$ cat src/hdl/rtmc_regs.vh
// register map, field positions and constants of the transmit modulation control
`ifndef RTMC_REGS_VH
`define RTMC_REGS_VH
// Overview of operation
// [RL1] fsk and gfsk drive the amplifier at power field one regardless of input
// [RL2] in ask and ook a control bit sets the transmit input polarity
// [RL3] ask loads the dac from field one when active, field two when inactive
// [RL4] ook drives power field one when active and mutes the amplifier otherwise
// [RL5] a two bit field sets amplifier bias current; seven microamp recommended
// [RL6] amplifier output stage is powered down while its enable bit is clear
// [RL7] host should clear amplifier enable while the synthesizer acquires lock
// [RL8] fsk shifts the divide value above or below center per transmit bit
// [RL9] nine bit deviation field, one to 511, sets fsk deviation over 2^14
// [RL10] three bit select chooses fsk, gfsk, ask, ook or gook
// [RL11] gaussian modes output a bit clock; host shifts bits in step with it
// [RL12] gfsk deviation equals comparison frequency times 2^m over 2^12
// [RL13] gfsk rate is comparison frequency over divider factor times step count
// [RL14] gook shapes on-off edges and samples bits once per bit period
// [RL15] transmit select zero closes the switch shorting the receive input
// [RL16] host programs the synthesizer 200 kHz below channel center when receiving
// [RL17] one bit selects high gain low noise or low gain low power receive amp
// [RL18] one bit selects low current or enhanced linearity mixer
// [RL19] two bit receive gain field is user writable and agc updatable
// [RL20] fields hold until rewritten or reset; modulation changes apply at bit edge; the code applies a switch into gfsk or gook from a plain mode at once

// ************************************
// register offsets (byte addresses)
// ************************************
`define RTMC_ADR_W 4
`define RTMC_OFF_TXCFG 4'h0
`define RTMC_OFF_RXCFG 4'h4
`define RTMC_OFF_RATE 4'h8
`define RTMC_OFF_STAT 4'hC

// ************************************
// transmit config fields
// ************************************
`define RTMC_PAEN_BIT 4
`define RTMC_MOD_HI 8
`define RTMC_MOD_LO 6
`define RTMC_PW1_HI 14
`define RTMC_PW1_LO 9
`define RTMC_PW2_HI 20
`define RTMC_PW2_LO 15
`define RTMC_DEV_HI 23
`define RTMC_DEV_LO 15
`define RTMC_GEXP_HI 26
`define RTMC_GEXP_LO 24
`define RTMC_POL_BIT 29
`define RTMC_BIAS_HI 31
`define RTMC_BIAS_LO 30
`define RTMC_TXCFG_RST 32'h4000_0000

// ************************************
// receive config fields
// ************************************
`define RTMC_TRX_BIT 27
`define RTMC_AMPM_BIT 15
`define RTMC_MIXL_BIT 18
`define RTMC_GAIN_HI 21
`define RTMC_GAIN_LO 20
`define RTMC_RXCFG_RST 32'h0030_0000

// ************************************
// rate fields: divider factor and step count
// ************************************
`define RTMC_DIVF_HI 7
`define RTMC_DIVF_LO 0
`define RTMC_STEP_HI 15
`define RTMC_STEP_LO 8
`define RTMC_RATE_RST 32'h0000_0101

// ************************************
// modulation codes, power off level and minimum deviation
// ************************************
`define RTMC_MOD_FSK 3'h0
`define RTMC_MOD_GFSK 3'h1
`define RTMC_MOD_ASK 3'h2
`define RTMC_MOD_OOK 3'h3
`define RTMC_MOD_GOOK 3'h4
`define RTMC_PWR_OFF 6'h00
`define RTMC_DEV_MIN 9'h001
`endif

$ cat src/hdl/rtmc_bitclk.v
// bit period timer producing the gaussian transmit bit clock
`timescale 1ns/1ps
`default_nettype none
module rtmc_bitclk (
  input wire clk_sys,
  input wire srst,
  input wire run,
  input wire [7:0] div_factor,
  input wire [7:0] step_count,
  output reg bit_clk,
  output reg bit_edge
);
  reg [7:0] div_q;
  reg [7:0] step_q;
  wire div_end = (div_q >= div_factor - 8'h01) || (div_factor == 8'h00);
  wire step_end = (step_q >= step_count - 8'h01) || (step_count == 8'h00);
  // period = div_factor * step_count clocks, see [RL13]
  always @(posedge clk_sys) begin
    if (srst || !run) begin
      div_q <= 8'h00;
      step_q <= 8'h00;
      bit_clk <= 1'b0;
      bit_edge <= 1'b0;
    end else begin
      bit_edge <= 1'b0;
      if (div_end) begin
        div_q <= 8'h00;
        if (step_end) begin
          step_q <= 8'h00;
          bit_edge <= 1'b1;
          bit_clk <= 1'b0;
        end else begin
          step_q <= step_q + 8'h01;
          if (step_q == {1'b0, step_count[7:1]} - 8'h01) begin
            bit_clk <= 1'b1;
          end
        end
      end else begin
        div_q <= div_q + 8'h01;
      end
    end
  end
endmodule
`default_nettype wire

$ cat src/hdl/rtmc_sync.v
// two flop synchroniser for one pin level
`timescale 1ns/1ps
`default_nettype none
module rtmc_sync (
  input wire clk_sys,
  input wire srst,
  input wire din,
  output reg dout
);
  reg meta_q;
  always @(posedge clk_sys) begin
    if (srst) begin
      meta_q <= 1'b0;
      dout <= 1'b0;
    end else begin
      meta_q <= din;
      dout <= meta_q;
    end
  end
endmodule
`default_nettype wire

$ cat src/hdl/rtmc_top.v
// transmit modulation and receive front end control with wishbone slave
//
// Register access over Wishbone and the register offsets were chosen for this implementation.
`timescale 1ns/1ps
`default_nettype none
`include "rtmc_regs.vh"
module rtmc_top (
  input wire clk_sys,
  input wire srst,
  input wire wb_cyc_i,
  input wire wb_stb_i,
  input wire wb_we_i,
  input wire [3:0] wb_adr_i,
  input wire [3:0] wb_sel_i,
  input wire [31:0] wb_dat_i,
  output reg [31:0] wb_dat_o,
  output reg wb_ack_o,
  input wire transmit_bit_input,
  input wire [1:0] agc_gain_in,
  input wire agc_gain_load,
  output reg transmit_bit_clock_out,
  output reg [5:0] power_dac_q,
  output reg power_amplifier_en_q,
  output reg [1:0] pa_bias_q,
  output reg fsk_shift_up_q,
  output reg fsk_shift_dn_q,
  output reg [8:0] fsk_dev_q,
  output reg [2:0] gauss_dev_exp_q,
  output reg gook_shape_q,
  output reg rx_input_short_switch,
  output reg rx_amp_mode_bit,
  output reg mixer_linear_q,
  output reg [1:0] rx_amp_gain_field
);
  // ************************************
  // registers
  // ************************************
  reg [31:0] txcfg_q;
  reg [31:0] rxcfg_q;
  reg [31:0] rate_q;
  wire [31:0] wmask;
  reg [2:0] mod_act_q;
  reg [8:0] dev_act_q;
  reg [2:0] gexp_act_q;
  reg pol_act_q;
  reg [5:0] pw1_act_q;
  reg [5:0] pw2_act_q;
  reg txbit_q;
  reg txbit_prev_q;
  reg [1:0] gook_ramp_q;
  wire txbit_s;
  wire bclk;
  wire bedge;
  wire gauss_mode;
  wire active_bit;
  wire wr_stb;
  wire [2:0] mod_sel;
  genvar g;

  // transmit pin is asynchronous to clk_sys
  rtmc_sync u_sync_tx (
    .clk_sys(clk_sys),
    .srst(srst),
    .din(transmit_bit_input),
    .dout(txbit_s)
  );

  assign mod_sel = txcfg_q[`RTMC_MOD_HI:`RTMC_MOD_LO];
  assign gauss_mode = (mod_act_q == `RTMC_MOD_GFSK) || (mod_act_q == `RTMC_MOD_GOOK);

  rtmc_bitclk u_bitclk (
    .clk_sys(clk_sys),
    .srst(srst),
    .run(gauss_mode),
    .div_factor(rate_q[`RTMC_DIVF_HI:`RTMC_DIVF_LO]),
    .step_count(rate_q[`RTMC_STEP_HI:`RTMC_STEP_LO]),
    .bit_clk(bclk),
    .bit_edge(bedge)
  );

  // ************************************
  // wishbone slave
  // ************************************
  assign wr_stb = wb_cyc_i && wb_stb_i && wb_we_i && !wb_ack_o;
  generate
    for (g = 0; g < 4; g = g + 1) begin : g_mask
      assign wmask[g*8 +: 8] = {8{wb_sel_i[g]}};
    end
  endgenerate

  always @(posedge clk_sys) begin
    if (srst) begin
      wb_ack_o <= 1'b0;
      wb_dat_o <= 32'h0000_0000;
    end else begin
      wb_ack_o <= wb_cyc_i && wb_stb_i && !wb_ack_o;
      wb_dat_o <= 32'h0000_0000;
      if (wb_cyc_i && wb_stb_i && !wb_we_i && !wb_ack_o) begin
        case (wb_adr_i)
          `RTMC_OFF_TXCFG: wb_dat_o <= txcfg_q;
          `RTMC_OFF_RXCFG: wb_dat_o <= rxcfg_q;
          `RTMC_OFF_RATE: wb_dat_o <= rate_q;
          `RTMC_OFF_STAT: wb_dat_o <= {24'h00_0000, gook_ramp_q, txbit_q, mod_act_q,
                                       power_amplifier_en_q, gauss_mode};
          default: wb_dat_o <= 32'h0000_0000;
        endcase
      end
    end
  end

  // fields hold until rewritten or reset, see [RL20]
  always @(posedge clk_sys) begin
    if (srst) begin
      txcfg_q <= `RTMC_TXCFG_RST;
      rxcfg_q <= `RTMC_RXCFG_RST;
      rate_q <= `RTMC_RATE_RST;
    end else begin
      if (wr_stb && wb_adr_i == `RTMC_OFF_TXCFG) begin
        txcfg_q <= (txcfg_q & ~wmask) | (wb_dat_i & wmask);
      end
      if (wr_stb && wb_adr_i == `RTMC_OFF_RATE) begin
        rate_q <= (rate_q & ~wmask) | (wb_dat_i & wmask);
      end
      if (wr_stb && wb_adr_i == `RTMC_OFF_RXCFG) begin
        rxcfg_q <= (rxcfg_q & ~wmask) | (wb_dat_i & wmask);
      end else if (agc_gain_load) begin
        // agc may overwrite the gain field, see [RL19]
        rxcfg_q[`RTMC_GAIN_HI:`RTMC_GAIN_LO] <= agc_gain_in;
      end
    end
  end

  // ************************************
  // modulation fields taken at bit boundary, or at once when a gaussian mode is selected from a plain one
  // ************************************
  wire bit_bound = gauss_mode ? bedge : (txbit_s != txbit_prev_q);
  wire idle_load = !gauss_mode && (mod_sel == `RTMC_MOD_GFSK || mod_sel == `RTMC_MOD_GOOK);
  always @(posedge clk_sys) begin
    if (srst) begin
      mod_act_q <= `RTMC_MOD_FSK;
      dev_act_q <= `RTMC_DEV_MIN;
      gexp_act_q <= 3'h0;
      pol_act_q <= 1'b0;
      pw1_act_q <= `RTMC_PWR_OFF;
      pw2_act_q <= `RTMC_PWR_OFF;
      txbit_q <= 1'b0;
      txbit_prev_q <= 1'b0;
    end else begin
      txbit_prev_q <= txbit_s;
      // gaussian modes sample once per bit, see [RL14]
      if (!gauss_mode || bedge) begin
        txbit_q <= txbit_s;
      end
      if (bit_bound || idle_load) begin
        mod_act_q <= mod_sel; // see [RL10] [RL20]
        dev_act_q <= (txcfg_q[`RTMC_DEV_HI:`RTMC_DEV_LO] == 9'h000) ? `RTMC_DEV_MIN
                     : txcfg_q[`RTMC_DEV_HI:`RTMC_DEV_LO];
        gexp_act_q <= txcfg_q[`RTMC_GEXP_HI:`RTMC_GEXP_LO];
        pol_act_q <= txcfg_q[`RTMC_POL_BIT];
        pw1_act_q <= txcfg_q[`RTMC_PW1_HI:`RTMC_PW1_LO];
        pw2_act_q <= txcfg_q[`RTMC_PW2_HI:`RTMC_PW2_LO];
      end
    end
  end

  // polarity picks active level, see [RL2]
  assign active_bit = txbit_q ^ pol_act_q;

  // ************************************
  // power amplifier and frequency outputs
  // ************************************
  always @(posedge clk_sys) begin
    if (srst) begin
      power_dac_q <= `RTMC_PWR_OFF;
      power_amplifier_en_q <= 1'b0;
      pa_bias_q <= 2'h0;
      fsk_shift_up_q <= 1'b0;
      fsk_shift_dn_q <= 1'b0;
      fsk_dev_q <= `RTMC_DEV_MIN;
      gauss_dev_exp_q <= 3'h0;
      gook_shape_q <= 1'b0;
      gook_ramp_q <= 2'h0;
      transmit_bit_clock_out <= 1'b0;
    end else begin
      power_amplifier_en_q <= txcfg_q[`RTMC_PAEN_BIT]; // see [RL6]
      pa_bias_q <= txcfg_q[`RTMC_BIAS_HI:`RTMC_BIAS_LO]; // see [RL5]
      fsk_dev_q <= dev_act_q; // see [RL9]
      gauss_dev_exp_q <= gexp_act_q; // see [RL12]
      transmit_bit_clock_out <= gauss_mode && bclk; // see [RL11]
      fsk_shift_up_q <= 1'b0;
      fsk_shift_dn_q <= 1'b0;
      gook_shape_q <= 1'b0;
      if (!txcfg_q[`RTMC_PAEN_BIT]) begin
        power_dac_q <= `RTMC_PWR_OFF;
      end else begin
        case (mod_act_q)
          `RTMC_MOD_FSK, `RTMC_MOD_GFSK: begin
            power_dac_q <= pw1_act_q; // see [RL1]
            fsk_shift_up_q <= txbit_q; // see [RL8]
            fsk_shift_dn_q <= !txbit_q;
          end
          `RTMC_MOD_ASK: power_dac_q <= active_bit ? pw1_act_q : pw2_act_q; // see [RL3]
          `RTMC_MOD_OOK: power_dac_q <= active_bit ? pw1_act_q : `RTMC_PWR_OFF; // see [RL4]
          `RTMC_MOD_GOOK: begin
            // ramp towards the target for smooth edges, see [RL14]
            gook_shape_q <= 1'b1;
            if (active_bit && gook_ramp_q != 2'h3) begin
              gook_ramp_q <= gook_ramp_q + 2'h1;
            end else if (!active_bit && gook_ramp_q != 2'h0) begin
              gook_ramp_q <= gook_ramp_q - 2'h1;
            end
            case (gook_ramp_q)
              2'h0: power_dac_q <= `RTMC_PWR_OFF;
              2'h1: power_dac_q <= {2'h0, pw1_act_q[5:2]};
              2'h2: power_dac_q <= {1'b0, pw1_act_q[5:1]};
              default: power_dac_q <= pw1_act_q;
            endcase
          end
          default: power_dac_q <= `RTMC_PWR_OFF;
        endcase
      end
    end
  end

  // ************************************
  // receive front end
  // ************************************
  always @(posedge clk_sys) begin
    if (srst) begin
      rx_input_short_switch <= 1'b1;
      rx_amp_mode_bit <= 1'b0;
      mixer_linear_q <= 1'b0;
      rx_amp_gain_field <= 2'h0;
    end else begin
      rx_input_short_switch <= !rxcfg_q[`RTMC_TRX_BIT]; // see [RL15]
      rx_amp_mode_bit <= rxcfg_q[`RTMC_AMPM_BIT]; // see [RL17]
      mixer_linear_q <= rxcfg_q[`RTMC_MIXL_BIT]; // see [RL18]
      rx_amp_gain_field <= rxcfg_q[`RTMC_GAIN_HI:`RTMC_GAIN_LO]; // see [RL19]
    end
  end
endmodule
`default_nettype wire

$ cat config.mk
export PLATFORM = sky130hd
export DESIGN_NAME = rtmc_top
export DESIGN_NICKNAME = d
export VERILOG_FILES = /design/src/hdl/rtmc_bitclk.v /design/src/hdl/rtmc_sync.v /design/src/hdl/rtmc_top.v
export VERILOG_INCLUDE_DIRS = /design/src /design/src/hdl
export SDC_FILE = /design/constraint.sdc
export NUM_CORES = 1
export LEC_CHECK = 0
export BUFFER_PORTS_ARGS = -buffer_cell sky130_fd_sc_hd__buf_2
export CAP_MARGIN = 20
export CORE_MARGIN = 2
export CORE_UTILIZATION = 35
export CTS_CLUSTER_SIZE = 16
export DETAILED_ROUTE_END_ITERATION = 10
export GPL_ROUTABILITY_DRIVEN = 1
export HOLD_SLACK_MARGIN = 0.06
export PLACE_DENSITY_LB_ADDON = 0.05
export RECOVER_POWER = 25
export SLEW_MARGIN = 20
export SYNTH_ARGS = -nofsm -noshare
export SYNTH_HDL_FRONTEND = slang
export SYNTH_HIERARCHICAL = 1
export SYNTH_SLANG_ARGS = --single-unit
export TNS_END_PERCENT = 10
$ cat constraint.sdc
create_clock -name clk_sys -period 7.54 [get_ports clk_sys]
set_input_delay 0.377 -clock clk_sys [delete_from_list [all_inputs] [get_ports clk_sys]]
set_output_delay 0.377 -clock clk_sys [all_outputs]
set_load 0.1 [all_outputs]
## After elaboration in Yosys (flattened, before gate mapping)

Cells that the tools add are included.

- Register bits after elaboration: 211
- Bits of input ports: 49
- Output and inout port bits: 63

- $add $sub $neg: 7
- Magnitude comparators: 2
- Equal/unequal tests: 14
- Mux-type cells: 16
- Bitwise operators: 13
- Reductions and logical operators: 44

Operator list:

| operator | number |
|---|---|
| $and 32x32->32 | 4 |
| $pmux 32 s4 | 1 |
| $or 32x32->32 | 3 |
| $not 32->32 | 1 |
| $pmux 6 s4 | 1 |
| $pmux 6 s3 | 1 |
| $add 8x1->8 const B | 2 |
| $ge 8x8->1 | 2 |
| $logic_not 8->1 | 2 |
| $sub 8x1->8 const B | 2 |
| $logic_and 1x1->1 | 13 |
| $mux 6 | 2 |
| $reduce_or 2->1 | 5 |
| $logic_not 9->1 | 1 |
| $mux 9 | 1 |
| $eq 4x4->1 const B | 2 |
| $eq 8x8->1 | 1 |
| $mux 2 | 4 |
| $mux 8 | 1 |
| $reduce_bool 2->1 | 4 |
| $sub 7x1->8 const B | 1 |
| $logic_or 1x1->1 | 7 |
| $eq 3x1->1 const B | 2 |
| $eq 3x2->1 const B | 2 |
| 18 further kinds | 31 |

## Logic depth before layout (Yosys ltp)

- Depth in word-level cells: 5
- Depth in mapped cells: 12
- Depth with buffers taken out: 12

## By module

Netlist, hierarchy kept.

By module, submodules not included:

| module | instances | cells an instance | area an instance (um2) | sequential area each (um2) |
|---|---|---|---|---|
| rtmc_top | 1 | 707 | 7,121.8 | 3,823.7 |
| rtmc_bitclk | 1 | 190 | 1,605.3 | 360.3 |
| rtmc_sync | 1 | 4 | 52.6 | 40.0 |

## Worst setup path after synthesis

No wires, ideal clock.

- Path kind: flip-flop to flip-flop
- Start: register (tool-made name)
- End: register u_bitclk.step_q[2]
- Library setup time: 120 ps
- Data arrival time: 2,492 ps
- Path slack: 4,927 ps
- Cell stages (with the launch flop): 12
- Buffers on the path: 0
- Period minus slack after synthesis: 2,613 ps
- Path through: dfxtp_1 > inv_1 > ha_1 > nor3b_1 > and2_1 > nand2_1 > xor2_1 > ha_1 > nand4_1 > o311ai_0 > a21o_1 > nor2_1

RTL lines:

| element | line | source |
|---|---|---|
| end signal: assignment | rtmc_bitclk.v:33 | `step_q <= step_q + 8'h01;` |
| end: declaration | rtmc_bitclk.v:14 | `reg [7:0] step_q;` |

## Worst setup path after layout

- Start: input port srst
- End: register wb_dat_o[14]

- Word-level cells in the longest chain between the ends: 1

Ends and longest elaborated chain:

| element | line | source |
|---|---|---|
| start: declaration | rtmc_top.v:9 | `input wire srst,` |
| $reduce_or 2->1 (no source line) | - |  |
| end signal: assignment | rtmc_top.v:100 | `` `RTMC_OFF_TXCFG: wb_dat_o <= txcfg_q; `` |
| end signal: assignment | rtmc_top.v:101 | `` `RTMC_OFF_RXCFG: wb_dat_o <= rxcfg_q; `` |
| end signal: assignment | rtmc_top.v:102 | `` `RTMC_OFF_RATE: wb_dat_o <= rate_q; `` |
| end: declaration | rtmc_top.v:16 | `output reg [31:0] wb_dat_o,` |

No other way between the ends.
A chain may end at the register's enable or synchronous reset.

==> qor.tcl <==
set qor(status) {finished with violations}
set qor(failed_checks) {max-capacitance violations, max-slew violations}
set qor(hold-worst-slack_ps) 103
set qor(cell_depth_of_the_worst_min_delay_path) 2
set qor(netlist_area_um2) 8780
set qor(timing.hold.worst.class) {primary input to register}
set qor(die_y_um) 162
set qor(final_wtd_congestion) 0.784
set qor(multi_input_comb_area_um2) 4320
set qor(clk_pin_slew_ps) 60
set qor(drt_first_pass_iters) 5
set qor(finalSetupViolCount) 0
set qor(clock_latency_ps) 510
set qor(clockRootBuffer) {sky130_fd_sc_hd__clkbuf_16}
set qor(rows) 57
set qor(grt_setup_unrepaired) {false}
set qor(area_growth_pct) 17.9
set qor(design.core.area_um2) 24500
set qor(synth-warning-count) 6
set qor(detail_route.wl_per_cell_um) 17.2
set qor(cellPowerDensity_nw_per_um2) 228
set qor(critPathMaxFanout) 40
set qor(hpwl_um) 15600
set qor(ant_nets) 0
set qor(clock_tree_from_tritoncts) {built}
set qor(critPathRequiredTime_ps) 7890
set qor(clock-sinks) 211
set qor(arrival_ps) 4030
set qor(tightest_slew_ps) 2140
set qor(overflow) 0
set qor(number_of_distinct_standard_cells_referenced_by_the_synthesized_netlist) 68
set qor(timing.fmax_mhz) 272
set qor(initial_antenna_violation_count) 2
set qor(global_route.usage.total_pct) 17.5
set qor(report.final.slew_viol_count) 167
set qor(layout.cells.most_common) {sky130_fd_sc_hd__dfxtp_1}
set qor(final.period_utilization_pct) 48.7
set qor(vdd_drop_max_v) 0.000156
set qor(grt_start_max_net_pins) 49
set qor(chipWidth_um) 162
set qor(synthesis.instances) 901
set qor(filler_cell_count) 2497
set qor(fin_crit_ps) 3670
set qor(syn-mean-instance-area_um2) 9.74
set qor(number_of_design_rule_violations_left_after_detail_routing) 0
set qor(clock_path_buffers) 3
set qor(postCtsSetupRepairBufs) 0
set qor(worst-r2r-cell-count) 11
set qor(post_drt_via_cell_ratio) 4.94
set qor(timing.max_slew.rel_slack_pct) -42.7
set qor(totalWireLength_um) 23000
set qor(final.setup_skew_ps) 6.94
set qor(detail_route.iter0.violations) 355
set qor(postSynth.topFlopCell) {sky130_fd_sc_hd__dfxtp_1}
set qor(io_buffers) 111
set qor(summed_negative_setup_slack_over_all_endpoints_ps) 0
set qor(finalHoldViolCount) 0
set qor(start_util_pct) 35.9
set qor(critPathKind) {primary input to register}
set qor(layout_common_cells) {211 x sky130_fd_sc_hd__dfxtp_1, 123 x sky130_fd_sc_hd__nor2_1, 116 x sky130_fd_sc_hd__mux2i_1}
set qor(asyncSetResetFlopFracSynth_pct) 0
set qor(number_of_buffers_created_by_cts) 24
set qor(first_global_vias) 6474
set qor(clock_tree.htree_level_count) 1
set qor(final_cells) 1340
set qor(dp_cells) 1298
set qor(synth-edff-count) 0
set qor(post_cts.resized_instances) 0
set qor(hold_fix_buffers_cts) 0
set qor(startpoint_kind_of_the_worst_setup_timing_path) {primary input}
set qor(synth_seq_cells) 211
set qor(syn_nets) 977
set qor(drive_above_1_share_pct) 14.1
set qor(area.sequential_um2) 4220
set qor(wire_length_of_the_first_global_routing_pass_um) 36700
set qor(cap_violations) 4
set qor(die_area_um2) 26400
set qor(power_leakage_uw) 0.00450
set qor(synth-seq-area-share_pct) 48.1
set qor(top_level_ports) 112
set qor(sort_of_element_at_the_end_of_the_critical_path) {register}
set qor(vias) 6617
set qor(design.final.nets) 1076
## worst max-delay path: stages
cell and delay [ps]:
sky130_fd_sc_hd__clkbuf_1 1370, sky130_fd_sc_hd__clkbuf_1 1360, sky130_fd_sc_hd__nor3_1 150, sky130_fd_sc_hd__nand2_1 140
sky130_fd_sc_hd__buf_4 410, sky130_fd_sc_hd__a21oi_1 140
## worst paths after layout
kind	start	to	slack (ps)
worst min register to register	register	rx_input_short_switch	400
worst max-delay path	srst	wb_dat_o[14]	3870
worst max register to register	register	u_bitclk/step_q[3]	4370
worst min-delay path	transmit_bit_input	u_sync_tx/meta_q	100
## power by group
| part | total, µW | switching, µW | internal, µW | leakage, µW |
|---|---|---|---|---|
| logic | 87.2 | 61.3 | 25.9 | 0.00242 |
| registers | 1120 | 4.18 | 1120 | 0.00170 |
| clock network | 1150 | 442 | 708 | 0.000384 |
| total | 2360 | 508 | 1850 | 0.00450 |
## synthesized netlist by cell type, types with 2 or more instances
master,count,area [µm²]
sky130_fd_sc_hd__xor2_1,12,105
sky130_fd_sc_hd__nor3b_1,2,15.0
sky130_fd_sc_hd__ha_1,27,338
sky130_fd_sc_hd__a21oi_1,49,245
sky130_fd_sc_hd__nand2b_1,2,12.5
sky130_fd_sc_hd__a211oi_1,2,15.0
sky130_fd_sc_hd__dfxtp_1,211,4220
sky130_fd_sc_hd__or3_1,2,12.5
sky130_fd_sc_hd__nor3_1,7,35.0
sky130_fd_sc_hd__mux2_2,8,90.1
sky130_fd_sc_hd__a22o_1,5,43.8
sky130_fd_sc_hd__and3_1,9,56.3
sky130_fd_sc_hd__xnor2_1,23,201
sky130_fd_sc_hd__nor4_1,3,18.8
sky130_fd_sc_hd__o21ai_0,8,40.0
sky130_fd_sc_hd__buf_4,3,22.5
sky130_fd_sc_hd__o32ai_1,2,17.5
sky130_fd_sc_hd__nor2b_1,24,150
sky130_fd_sc_hd__nand3_1,23,115
sky130_fd_sc_hd__nor2_1,123,462
sky130_fd_sc_hd__nor4b_1,3,26.3
sky130_fd_sc_hd__buf_1,3,11.3
sky130_fd_sc_hd__o21a_1,3,22.5
sky130_fd_sc_hd__a221o_1,2,20.0
sky130_fd_sc_hd__a31o_2,2,17.5
sky130_fd_sc_hd__buf_2,6,30.0
sky130_fd_sc_hd__and2_1,2,12.5
sky130_fd_sc_hd__nand3b_1,2,15.0
sky130_fd_sc_hd__a21o_1,2,15.0
sky130_fd_sc_hd__mux2i_1,116,1160
sky130_fd_sc_hd__a22oi_1,45,338
sky130_fd_sc_hd__nand3_2,4,40.0
sky130_fd_sc_hd__nand2_1,83,312
sky130_fd_sc_hd__inv_1,17,63.8
sky130_fd_sc_hd__clkbuf_1,33,124
## cell type report
cell class	count	area share, %
Multi-Input combinational cell	626	41.7
Antenna cell	2	0.0484
Tap cell	324	3.92
Clock buffer	35	6.79
Inverter	18	0.653
Sequential cell	211	40.8
Timing Repair Buffer	119	5.36
Clock inverter	5	0.725
## through the flow
stage	util (%)	power [µW]	area, µm²	setup slack [ps]
6_report	42.3	2360	10300	3870
5_1_grt	42.3	2460	10300	3590
4_1_cts	42.6	2410	10400	4410
3_5_place_dp	39.4	1240	9630	4430
3_3_place_gp	39.4	1240	9630	4500
2_1_floorplan	-	1200	8780	4930
## metal layers
metal	global-route usage [%]	part of all wire (%)	vias up
li1	-	-	3329
met1	26.0	51	3128
met2	26.2	43	130
met3	3.46	5.2	30
met4	3.86	1.6	0
met5	0	0	-
## kinds of logic after synthesis
group,share of synthesized area [%]
AO/OA/AOI/OAI,10.9
XOR/XNOR,3.68
adder cells (fa/ha/maj),3.85
buffers and inverters,3.04
flip-flops,48.1
multiplexers,14.4
AND/OR/NAND/NOR,16.0
(Power assumes the default switching activity.)
